**src/design/atsu_cfg.svh**
```systemverilog
// Offsets, field positions, reset values and timing of the stamp unit
`ifndef ATSU_CFG_SVH
`define ATSU_CFG_SVH
// Register indices; byte address is four times the index
`define ATSU_IDX_RATE      18'h04E20
`define ATSU_IDX_CMD       18'h0B798
`define ATSU_IDX_CAPS      18'h0B799
`define ATSU_IDX_TIME      18'h0B7B6
`define ATSU_IDX_DATE      18'h0B7B7
`define ATSU_IDX_TMO       18'h0B7C5
`define ATSU_IDX_OVS       18'h30DBB
`define ATSU_IDX_STAT      18'h0B7F0
// Command word fields
`define ATSU_CLEAR_BIT     0
`define ATSU_MODE_LSB      1
`define ATSU_SRC_LSB       8
`define ATSU_AUX_BIT       12
`define ATSU_FEAT_BIT      16
`define ATSU_CLEAR_ONLY    32'h00000001
// Status fields
`define ATSU_ST_WAIT_BIT   0
`define ATSU_ST_TMO_BIT    1
`define ATSU_ST_OVF_BIT    2
`define ATSU_ST_LVL_LSB    16
// Widths
`define ATSU_STAMP_W       64
`define ATSU_CNT_W         56
`define ATSU_AUX_W         8
`define ATSU_LOW_W         32
`define ATSU_FIFO_DEPTH    16
// Reset values
`define ATSU_CAPS_VAL      32'h00011706
`define ATSU_TMO_RST       32'h000003E8
`define ATSU_TIME_RST      32'h00000000
`define ATSU_DATE_RST      32'h00000000
// Timing
`define ATSU_CLK_PERIOD_NS 100
`define ATSU_MS_NS         1000000
`define ATSU_CYC_PER_MS    (`ATSU_MS_NS / `ATSU_CLK_PERIOD_NS)
`endif

```
**src/design/atsu_pkg.sv**
```systemverilog
// Types shared by the stamp unit
package atsu_pkg;
  typedef enum logic [0:0] {
    ATSU_IDLE = 1'b0,
    ATSU_WAIT = 1'b1
  } atsu_state_type;
  typedef enum logic [1:0] {
    ATSU_MODE_OFF   = 2'b00,
    ATSU_MODE_STD   = 2'b01,
    ATSU_MODE_START = 2'b10
  } atsu_mode_type;
  typedef enum logic [2:0] {
    ATSU_SRC_INT = 3'b001,
    ATSU_SRC_POS = 3'b010,
    ATSU_SRC_NEG = 3'b100
  } atsu_src_type;
endpackage

```
**src/design/atsu_top.sv**
```systemverilog
// Timestamp unit: sample counter, capture, stamp FIFO and registers
`timescale 1ns/100ps
`include "atsu_cfg.svh"
// Overview of operation
// Wide counter advances once per sample
// Trigger copies counter value into stamp FIFO
// Gated acquisition stamps gate open and close
// Every stored stamp is 64 bits wide
// Stamp equals samples since last clear
// Mode zero disables stamp generation
// Clear command zeroes the counter
// Standard mode clears only on command
// Start-clear mode zeroes counter at card start
// Command groups OR-ed, decoded separately
// Internal source counts full width on samples
// Rising reference edges count upper part
// Falling reference edges count upper part
// Aux inputs sampled into upper byte
// Aux off fills upper byte with zeros
// First A sample extra stamp in dual timebase
// Clear acts only with clock generation running
// Counter runs at non-interlaced rate, max 125MS/s
// Millisecond timeout bounds wait for reference edge
// Time register holds hours, minutes, seconds
// Date register holds year, month, day
// Capability register returns supported modes bitmap
// FIFO hands out stamps in capture order
module atsu_top #(
  parameter int          LOW_W      = `ATSU_LOW_W,
  parameter int          FIFO_DEPTH = `ATSU_FIFO_DEPTH,
  parameter int          CYC_PER_MS = `ATSU_CYC_PER_MS,
  parameter logic [31:0] CAPS       = `ATSU_CAPS_VAL
) (
  // Clock and reset
  input  wire logic        CLOCK,
  input  wire logic        ARST_N,
  // Register port
  input  wire logic [19:0] REG_ADDR,
  input  wire logic [31:0] REG_WDATA,
  input  wire logic        REG_WR,
  input  wire logic        REG_RD,
  output logic      [31:0] REG_RDATA,
  // Acquisition control
  input  wire logic        SAMPLE_TICK,
  input  wire logic        TRIGGER,
  input  wire logic        GATED_MODE,
  input  wire logic        GATE,
  input  wire logic        DUAL_TB_MODE,
  input  wire logic        FIRST_A_SAMPLE,
  input  wire logic        CARD_START,
  input  wire logic        CLOCK_GEN_ACTIVE,
  input  wire logic [31:0] SAMPLE_RATE,
  input  wire logic [31:0] OVERSAMPLING,
  // External pins
  input  wire logic        REF_CLK_PIN,
  input  wire logic [7:0]  AUX_IN_PIN,
  // Stamp readout
  output logic             STAMP_VALID,
  output logic      [63:0] STAMP_DATA,
  input  wire logic        STAMP_READY
);

  localparam int AW   = $clog2(FIFO_DEPTH);
  localparam int CW   = `ATSU_CNT_W;
  localparam int SW   = `ATSU_STAMP_W;
  localparam int XW   = `ATSU_AUX_W;
  localparam int PINS = XW + 1;
  localparam logic [AW:0] FULL = (AW + 1)'(FIFO_DEPTH);
  localparam logic [31:0] MS_LAST = 32'(CYC_PER_MS - 1);

  if (FIFO_DEPTH < 2 || FIFO_DEPTH > 128 ||
      (FIFO_DEPTH & (FIFO_DEPTH - 1)) != 0) begin : g_chk_depth
    $error("FIFO_DEPTH must be a power of two from 2 to 128");
  end
  if (LOW_W < 1 || LOW_W >= CW) begin : g_chk_low
    $error("LOW_W must lie between 1 and counter width minus one");
  end
  if (CYC_PER_MS < 1) begin : g_chk_ms
    $error("CYC_PER_MS must be at least one");
  end

  function automatic logic hit(input logic [19:0] addr,
                               input logic [17:0] idx);
    hit = (addr == {idx, 2'b00});
  endfunction

  // Pin synchronisers
  logic [PINS-1:0] s1_ff;
  logic [PINS-1:0] s2_ff;
  logic [PINS-1:0] s3_ff;
  logic [PINS-1:0] stable_ff;
  logic            ref_prev_ff;
  logic            gate_prev_ff;
  logic [PINS-1:0] nxt_s1;
  logic [PINS-1:0] nxt_s2;
  logic [PINS-1:0] nxt_s3;
  logic [PINS-1:0] nxt_stable;
  logic            nxt_ref_prev;
  logic            nxt_gate_prev;

  always_comb begin
    nxt_s1        = {REF_CLK_PIN, AUX_IN_PIN};
    nxt_s2        = s1_ff;
    nxt_s3        = s2_ff;
    nxt_stable    = stable_ff;
    nxt_ref_prev  = stable_ff[XW];
    nxt_gate_prev = GATE;
    for (int i = 0; i < PINS; i++) begin
      if (s2_ff[i] == s3_ff[i]) begin
        nxt_stable[i] = s3_ff[i];
      end
    end
  end

  always_ff @(posedge CLOCK or negedge ARST_N) begin
    if (!ARST_N) begin
      s1_ff        <= '0;
      s2_ff        <= '0;
      s3_ff        <= '0;
      stable_ff    <= '0;
      ref_prev_ff  <= 1'b0;
      gate_prev_ff <= 1'b0;
    end else begin
      s1_ff        <= nxt_s1;
      s2_ff        <= nxt_s2;
      s3_ff        <= nxt_s3;
      stable_ff    <= nxt_stable;
      ref_prev_ff  <= nxt_ref_prev;
      gate_prev_ff <= nxt_gate_prev;
    end
  end

  logic ref_rise;
  logic ref_fall;
  assign ref_rise = stable_ff[XW] & ~ref_prev_ff;
  assign ref_fall = ~stable_ff[XW] & ref_prev_ff;

  // Configuration registers
  logic [1:0]  mode_ff;
  logic [2:0]  src_ff;
  logic        aux_ff;
  logic        feat_ff;
  logic [31:0] time_ff;
  logic [31:0] date_ff;
  logic [31:0] tmo_ff;
  logic [1:0]  nxt_mode;
  logic [2:0]  nxt_src;
  logic        nxt_aux;
  logic        nxt_feat;
  logic [31:0] nxt_time;
  logic [31:0] nxt_date;
  logic [31:0] nxt_tmo;
  logic        wr_cmd;
  logic        wr_stat;
  logic        clear_cmd;

  assign wr_cmd  = REG_WR && hit(REG_ADDR, `ATSU_IDX_CMD);
  assign wr_stat = REG_WR && hit(REG_ADDR, `ATSU_IDX_STAT);
  // clear command decode
  // gated by clock generation
  assign clear_cmd = wr_cmd && REG_WDATA[`ATSU_CLEAR_BIT] &&
                     CLOCK_GEN_ACTIVE;

  always_comb begin
    nxt_mode = mode_ff;
    nxt_src  = src_ff;
    nxt_aux  = aux_ff;
    nxt_feat = feat_ff;
    nxt_time = time_ff;
    nxt_date = date_ff;
    nxt_tmo  = tmo_ff;
    // groups decoded separately
    if (wr_cmd && REG_WDATA != `ATSU_CLEAR_ONLY) begin
      nxt_mode = REG_WDATA[`ATSU_MODE_LSB +: 2];
      nxt_src  = REG_WDATA[`ATSU_SRC_LSB +: 3];
      nxt_aux  = REG_WDATA[`ATSU_AUX_BIT];
      nxt_feat = REG_WDATA[`ATSU_FEAT_BIT];
    end
    // time fields stored whole
    if (REG_WR && hit(REG_ADDR, `ATSU_IDX_TIME)) begin
      nxt_time = REG_WDATA;
    end
    // date fields stored whole
    if (REG_WR && hit(REG_ADDR, `ATSU_IDX_DATE)) begin
      nxt_date = REG_WDATA;
    end
    if (REG_WR && hit(REG_ADDR, `ATSU_IDX_TMO)) begin
      nxt_tmo = REG_WDATA;
    end
  end

  always_ff @(posedge CLOCK or negedge ARST_N) begin
    if (!ARST_N) begin
      mode_ff <= 2'h0;
      src_ff  <= 3'h0;
      aux_ff  <= 1'b0;
      feat_ff <= 1'b0;
      time_ff <= `ATSU_TIME_RST;
      date_ff <= `ATSU_DATE_RST;
      tmo_ff  <= `ATSU_TMO_RST;
    end else begin
      mode_ff <= nxt_mode;
      src_ff  <= nxt_src;
      aux_ff  <= nxt_aux;
      feat_ff <= nxt_feat;
      time_ff <= nxt_time;
      date_ff <= nxt_date;
      tmo_ff  <= nxt_tmo;
    end
  end

  logic run;
  logic split;
  logic ref_edge;
  // only the standard and start-clear mode codes run
  assign run = (mode_ff == atsu_pkg::ATSU_MODE_STD) ||
               (mode_ff == atsu_pkg::ATSU_MODE_START);
  assign split = (src_ff == atsu_pkg::ATSU_SRC_POS) ||
                 (src_ff == atsu_pkg::ATSU_SRC_NEG);
  // rising edge selected
  // falling edge selected
  assign ref_edge = (src_ff == atsu_pkg::ATSU_SRC_POS) ? ref_rise :
                                                         ref_fall;

  // Counter and reference wait
  atsu_pkg::atsu_state_type st_ff;
  atsu_pkg::atsu_state_type nxt_st;
  logic [CW-1:0] cnt_ff;
  logic [31:0]   pre_ff;
  logic [31:0]   left_ff;
  logic          tmo_flag_ff;
  logic [CW-1:0] nxt_cnt;
  logic [31:0]   nxt_pre;
  logic [31:0]   nxt_left;
  logic          nxt_tmo_flag;

  always_comb begin
    nxt_st       = st_ff;
    nxt_cnt      = cnt_ff;
    nxt_pre      = pre_ff;
    nxt_left     = left_ff;
    nxt_tmo_flag = tmo_flag_ff;
    if (wr_stat && REG_WDATA[`ATSU_ST_TMO_BIT]) begin
      nxt_tmo_flag = 1'b0;
    end
    if (run) begin
      if (split && ref_edge) begin
        // upper part counts edges
        nxt_cnt[CW-1:LOW_W] = cnt_ff[CW-1:LOW_W] + 1'b1;
        nxt_cnt[LOW_W-1:0]  = '0;
      end else if (SAMPLE_TICK) begin
        // one step per base sample
        if (split) begin
          // lower part counts samples
          nxt_cnt[LOW_W-1:0] = cnt_ff[LOW_W-1:0] + 1'b1;
        end else begin
          // full width on samples
          // advance once per sample
          nxt_cnt = cnt_ff + 1'b1;
        end
      end
      // zero at card start in start-clear mode only
      if (mode_ff == atsu_pkg::ATSU_MODE_START && CARD_START) begin
        nxt_cnt = '0;
      end
    end
    case (st_ff)
      atsu_pkg::ATSU_IDLE: begin
        // explicit clear in any mode
        if (clear_cmd) begin
          if (split) begin
            nxt_st   = atsu_pkg::ATSU_WAIT;
            nxt_pre  = 32'h00000000;
            nxt_left = tmo_ff;
          end else begin
            nxt_cnt = '0;
          end
        end
      end
      atsu_pkg::ATSU_WAIT: begin
        if (ref_edge) begin
          // both parts zeroed on edge
          nxt_cnt = '0;
          nxt_st  = atsu_pkg::ATSU_IDLE;
        end else if (left_ff == 32'h00000000) begin
          // give up after timeout
          nxt_tmo_flag = 1'b1;
          nxt_st       = atsu_pkg::ATSU_IDLE;
        end else if (pre_ff == MS_LAST) begin
          nxt_pre  = 32'h00000000;
          nxt_left = left_ff - 32'h00000001;
        end else begin
          nxt_pre = pre_ff + 32'h00000001;
        end
      end
      default: begin
        nxt_st = atsu_pkg::ATSU_IDLE;
      end
    endcase
  end

  always_ff @(posedge CLOCK or negedge ARST_N) begin
    if (!ARST_N) begin
      st_ff       <= atsu_pkg::ATSU_IDLE;
      cnt_ff      <= '0;
      pre_ff      <= 32'h00000000;
      left_ff     <= 32'h00000000;
      tmo_flag_ff <= 1'b0;
    end else begin
      st_ff       <= nxt_st;
      cnt_ff      <= nxt_cnt;
      pre_ff      <= nxt_pre;
      left_ff     <= nxt_left;
      tmo_flag_ff <= nxt_tmo_flag;
    end
  end

  // Capture events
  logic          gate_edge;
  logic          event_hit;
  logic [XW-1:0] aux_byte;
  logic [SW-1:0] stamp;
  assign gate_edge = GATE ^ gate_prev_ff;
  // trigger stamps
  // gate open and close stamps
  // first A sample stamp
  // nothing stored when off
  assign event_hit = run &&
                     ((!GATED_MODE && TRIGGER) ||
                      (GATED_MODE && gate_edge) ||
                      (feat_ff && DUAL_TB_MODE && FIRST_A_SAMPLE));
  // aux inputs in upper byte
  // zeros when aux capture off
  assign aux_byte = aux_ff ? stable_ff[XW-1:0] : '0;
  // fixed 64-bit stamp
  // stamp is present count
  assign stamp = {aux_byte, cnt_ff};

  // Stamp FIFO
  logic [SW-1:0] mem [FIFO_DEPTH];
  logic [AW-1:0] wp_ff;
  logic [AW-1:0] rp_ff;
  logic [AW:0]   lvl_ff;
  logic          ovf_ff;
  logic          out_v_ff;
  logic [SW-1:0] out_d_ff;
  logic [AW-1:0] nxt_wp;
  logic [AW-1:0] nxt_rp;
  logic [AW:0]   nxt_lvl;
  logic          nxt_ovf;
  logic          nxt_out_v;
  logic [SW-1:0] nxt_out_d;
  logic          push;
  logic          pop;

  assign push = event_hit && (lvl_ff != FULL);
  assign pop  = (lvl_ff != '0) && (!out_v_ff || STAMP_READY);

  always_comb begin
    nxt_wp    = wp_ff;
    nxt_rp    = rp_ff;
    nxt_lvl   = lvl_ff + {{AW{1'b0}}, push} - {{AW{1'b0}}, pop};
    nxt_ovf   = ovf_ff;
    nxt_out_v = out_v_ff;
    nxt_out_d = out_d_ff;
    if (wr_stat && REG_WDATA[`ATSU_ST_OVF_BIT]) begin
      nxt_ovf = 1'b0;
    end
    if (event_hit && !push) begin
      nxt_ovf = 1'b1;
    end
    if (push) begin
      nxt_wp = wp_ff + 1'b1;
    end
    // oldest entry goes out first
    if (pop) begin
      nxt_rp    = rp_ff + 1'b1;
      nxt_out_v = 1'b1;
      nxt_out_d = mem[rp_ff];
    end else if (STAMP_READY) begin
      nxt_out_v = 1'b0;
    end
  end

  always_ff @(posedge CLOCK) begin
    if (push) begin
      mem[wp_ff] <= stamp;
    end
  end

  always_ff @(posedge CLOCK or negedge ARST_N) begin
    if (!ARST_N) begin
      wp_ff    <= '0;
      rp_ff    <= '0;
      lvl_ff   <= '0;
      ovf_ff   <= 1'b0;
      out_v_ff <= 1'b0;
      out_d_ff <= '0;
    end else begin
      wp_ff    <= nxt_wp;
      rp_ff    <= nxt_rp;
      lvl_ff   <= nxt_lvl;
      ovf_ff   <= nxt_ovf;
      out_v_ff <= nxt_out_v;
      out_d_ff <= nxt_out_d;
    end
  end

  // Register read
  logic [31:0] rd_ff;
  logic [31:0] nxt_rd;
  logic [31:0] cmd_word;
  logic [31:0] stat_word;

  always_comb begin
    cmd_word = 32'h00000000;
    cmd_word[`ATSU_MODE_LSB +: 2] = mode_ff;
    cmd_word[`ATSU_SRC_LSB +: 3]  = src_ff;
    cmd_word[`ATSU_AUX_BIT]       = aux_ff;
    cmd_word[`ATSU_FEAT_BIT]      = feat_ff;
    stat_word = 32'h00000000;
    stat_word[`ATSU_ST_WAIT_BIT]    = (st_ff == atsu_pkg::ATSU_WAIT);
    stat_word[`ATSU_ST_TMO_BIT]     = tmo_flag_ff;
    stat_word[`ATSU_ST_OVF_BIT]     = ovf_ff;
    stat_word[`ATSU_ST_LVL_LSB +: 8] = 8'(lvl_ff);
    nxt_rd = 32'h00000000;
    if (REG_RD) begin
      if (hit(REG_ADDR, `ATSU_IDX_CMD)) begin
        nxt_rd = cmd_word;
      end else if (hit(REG_ADDR, `ATSU_IDX_CAPS)) begin
        // supported modes bitmap
        nxt_rd = CAPS;
      end else if (hit(REG_ADDR, `ATSU_IDX_TIME)) begin
        nxt_rd = {8'h00, time_ff[23:0]};
      end else if (hit(REG_ADDR, `ATSU_IDX_DATE)) begin
        nxt_rd = date_ff;
      end else if (hit(REG_ADDR, `ATSU_IDX_TMO)) begin
        nxt_rd = tmo_ff;
      end else if (hit(REG_ADDR, `ATSU_IDX_RATE)) begin
        nxt_rd = SAMPLE_RATE;
      end else if (hit(REG_ADDR, `ATSU_IDX_OVS)) begin
        nxt_rd = OVERSAMPLING;
      end else if (hit(REG_ADDR, `ATSU_IDX_STAT)) begin
        nxt_rd = stat_word;
      end
    end
  end

  always_ff @(posedge CLOCK or negedge ARST_N) begin
    if (!ARST_N) begin
      rd_ff <= 32'h00000000;
    end else begin
      rd_ff <= nxt_rd;
    end
  end

  assign REG_RDATA   = rd_ff;
  assign STAMP_VALID = out_v_ff;
  assign STAMP_DATA  = out_d_ff;

endmodule

```
**config.mk**
```make
export PLATFORM = sky130hd
export DESIGN_NAME = atsu_top
export DESIGN_NICKNAME = d
export VERILOG_FILES = /design/src/design/atsu_pkg.sv /design/src/design/atsu_top.sv
export VERILOG_INCLUDE_DIRS = /design/src /design/src/design
export SDC_FILE = /design/constraint.sdc
export NUM_CORES = 2
export LEC_CHECK = 0
export ABC_AREA = 1
export BUFFER_PORTS_ARGS = -buffer_cell sky130_fd_sc_hd__buf_2
export CAP_MARGIN = 20
export CORE_ASPECT_RATIO = 1.5
export CORE_UTILIZATION = 62
export DETAILED_ROUTE_END_ITERATION = 8
export PLACE_DENSITY = 0.8
export SLEW_MARGIN = 25
export SYNTH_ARGS = -nofsm -noshare
export SYNTH_HDL_FRONTEND = slang
export SYNTH_SLANG_ARGS = --single-unit
```
**constraint.sdc**
```tcl
create_clock -name CLOCK -period 6.69 [get_ports CLOCK]
set_clock_uncertainty 0.15 [all_clocks]
set_input_delay 0.3345 -clock CLOCK [delete_from_list [all_inputs] [get_ports CLOCK]]
set_output_delay 0.3345 -clock CLOCK [all_outputs]
set_load 0.005 [all_outputs]
```
==> out/qor.csv <==
metric,value,unit
status,"finished, violations left",
violations in the final reports,DRC,
largest net degree at the start of global routing,237,
RSZ-0062 raised after global routing,false,
Yosys warnings,0,
fraction of layout cells with a size suffix above 1,10.2,%
number of global-route vias before repair,42591,
CTS Hold Bufs,106,
MaxCap Viol Count,0,
"Data arrival, critical path",4.33,ns
fillcell total,6315,
drt drc,1,
Crit. End Element,register,
top cell type's share of synthesized area,52.5,%
CP peak stage delay,0.88,ns
TritonCTS Buffers,121,
Slew @ Worst Pin,1.18,ns
H-tree lvl count,3,
FF-to-FF path depth,9,
"Cell Count, Final, Fillers Out",6900,
Die Ht,379,um
Rows,137,
Avg Inst Size Synth,11.0,sq um
width of the die,253,um
Max clock buf depth,3,
critical-path cell list,inv_1 > ha_1 > buf_4 > inv_1 > nand3_1 > inv_1 > nand2_1 > nor2_4 > buf_4,
first-pass GRT wire length,241000,um
Tcrit/Tclk final,61.6,%
die footprint,95800,sq um
synth top area cells,"edfxtp_1 (52%), dfrtp_1 (15%), o21ai_0 (6.8%)",
Peak Freq,242,MHz
Post-synth EDFFs,1024,
WL/cell,22.8,um
IO buf count,234,
crit-path max FO,55,
PostCTS Resize Cnt,0,
Max VDD drop,0.000338,V
PwrDens,339,nW/um^2
Worst Hold End,REG_RDATA[2],
Post-DP HPWL,88100,um
synthesis-to-finish area growth,12.8,%
GRT Overall Usage,33.1,%
antenna-violating nets left,0,
Cells after Synth,5324,
Core ar.,93200,sq um
Synth cell types,47,
leakage power,0.0242,uW
Placed Instances,6560,
IO Count,235,
Slew headroom,21.1,%
total routed wirelength,157000,um
syn nets,5479,
setup TNS,0,ns
"Seq/Total Area, Yosys",68.1,%
r2r setup slk,2.57,ns
Placer Congestion,0.942,
Tmin final,4.12,ns
Worst path most repeated cell,inv_1,
Max Slew Vio Count,0,
CTS tree,yes,
#FFs+latches synth,1390,
startpoint of the worst hold path,OVERSAMPLING[2],
Worst Hold Depth,7,
Critical Path RT,6.89,ns
RR Endpoint,mem[7][49],
Mapped Area,58600,sq um
Root Driver,clkbuf_16,
"Clk Latency, worst-skew pair",0.76,ns
setup bufs post-CTS,0,
reg-to-reg startpoint,mode_ff[0],
vias per cell,6.30,
final setup fails,0,
Setup CP Type,register to register,
grt total ovfl,0,
Final nets,5695,
CTS Sinks,1390,
hold crit path type,primary input to register,
CP startpoint kind,register,
antenna violations before repair,0,
CP max-delay cell,buf_4,
leading area contributor after synthesis,edfxtp_1,
"Hold Vio Cnt, Final",0,
Ant. Diodes,0,
First-pass DRT Iterations,8,
via count,43460,
initial core utilization,62.8,%
clk slew on worst S/H paths,0.06,ns
ys flop type,edfxtp_1,
ys async rst share,26.3,%
Iter 0 DRT Violations,4985,
==> synthesized netlist by cell type (all sizes together), types with 3 or more instances <==
| master | number |
|---|---|
| a211oi | 6 |
| a21o | 5 |
| a21oi | 77 |
| a31oi | 63 |
| buf | 75 |
| clkbuf | 233 |
| dfrtp | 360 |
| dfstp | 6 |
| edfxtp | 1024 |
| ha | 16 |
| inv | 273 |
| maj3 | 9 |
| nand2 | 739 |
| nand3 | 196 |
| nand3b | 9 |
| nand4 | 76 |
| nor2 | 891 |
| nor3 | 48 |
| nor3b | 4 |
| nor4 | 19 |
| o2111ai | 3 |
| o211ai | 16 |
| o21a | 3 |
| o21ai | 836 |
| o221ai | 154 |
| o22ai | 111 |
| or2 | 3 |
| xnor2 | 18 |
| xor2 | 44 |
==> cell families (layout without fill, tap and decap cells) <==
group | count (synthesis) | count (layout) | share of synthesized area (%)
AND/OR/NAND/NOR | 1988 | 1988 | 13.9
adder cells (fa/ha/maj) | 26 | 26 | 0.530
flip-flops | 1390 | 1390 | 68.1
XOR/XNOR | 62 | 62 | 0.927
AO/OA/AOI/OAI | 1276 | 1276 | 12.5
buffers and inverters | 581 | 906 | 3.94
multiplexers | 1 | 1 | 0.0171
==> per-layer routing <==
| metal | wire [um] | GRT usage, % |
|---|---|---|
| met2 | 79100 | 57.0 |
| met5 | 0 | 0 |
| met4 | 7860 | 16.5 |
| met3 | 13900 | 5.31 |
| met1 | 56500 | 40.4 |
==> cell usage in the layout, fill, tap and decap left out, types with 16 or more instances in the layout <==
cell type	n
ha_1	16
nand2_1	730
o22ai_1	111
nor2_1	863
inv_1	260
o21ai_0	801
o211ai_1	16
xnor2_1	18
nor4_1	18
clkbuf_1	33
dlygate4sd3_1	106
clkinv_2	19
nor3_1	46
nor2_4	16
a31oi_1	63
o221ai_1	154
dfrtp_1	356
clkbuf_8	16
edfxtp_1	1024
buf_2	233
clkbuf_16	122
xor2_1	44
nand3_1	194
buf_4	42
nand4_1	74
o21ai_2	20
a21oi_1	77
==> report_power, final <==
group / switching [uW] / leakage [uW] / internal (uW) / total (uW)
Sequential: 319 / 0.0134 / 9430 / 9750
Combinational: 3890 / 0.00880 / 1680 / 5570
Clock: 3160 / 0.00197 / 3950 / 7120
Total: 7370 / 0.0242 / 15100 / 22400
==> critical path, delay by kind of cell (launching register included) <==
family / cells / cell delay, ns
DFF: 1 / 0.37
adders and majority gates: 1 / 0.29
buffers and inverters: 5 / 1.80
and+or+nand+nor: 3 / 0.97
==> stage by stage <==
step / utilization, % / worst slack [ns] / area, sq um / hold WS, ns / power, uW
6_report: 70.9 / 2.57 / 66100 / 0.0276 / 22400
5_1_grt: 70.9 / 2.44 / 66100 / 0.0523 / 23300
4_1_cts: 70.8 / 2.45 / 66000 / 0.000245 / 22400
3_5_place_dp: 65.3 / 2.48 / 60900 / 0.186 / 15300
3_3_place_gp: 65.2 / 2.59 / 60800 / 0.182 / 15100
2_1_floorplan: - / 1.95 / 58600 / -0.111 / 13400
==> final cells by class <==
class                   instances  area (sq um)  share of cell area (%)
clock buffers                 171          3400                    5.14
flip-flops and latches       1390         39900                    60.4
repair buffers                401          2960                    4.48
inverters                     273          1050                    1.59
well taps                    1251          1570                    2.37
clock inverters                61           669                    1.01
multi-input cells            3353         16500                    25.0
==> state kept, by name, indices dropped and copies added, names as in the netlist, 19 cells and up, named ones only <==
register and flops:
date_ff 32, time_ff 24, STAMP_DATA 64, mem 1024, cnt_ff 19, tmo_ff 32, pre_ff 32, left_ff 32
REG_RDATA 32
==> how the worst max path moves through the flow <==
stage,startpoint,end,cells past startpoint
floorplan,mode_ff[0],mem[11][0],8
global placement,mode_ff[0],mem[3][57],9
detailed placement,mode_ff[0],mem[3][60],9
CTS,mode_ff[0],mem[3][48],9
global route,mode_ff[0],mem[4][49],9
finish,mode_ff[0],mem[7][49],9
Note: power is estimated with default switching activity, not from simulation.
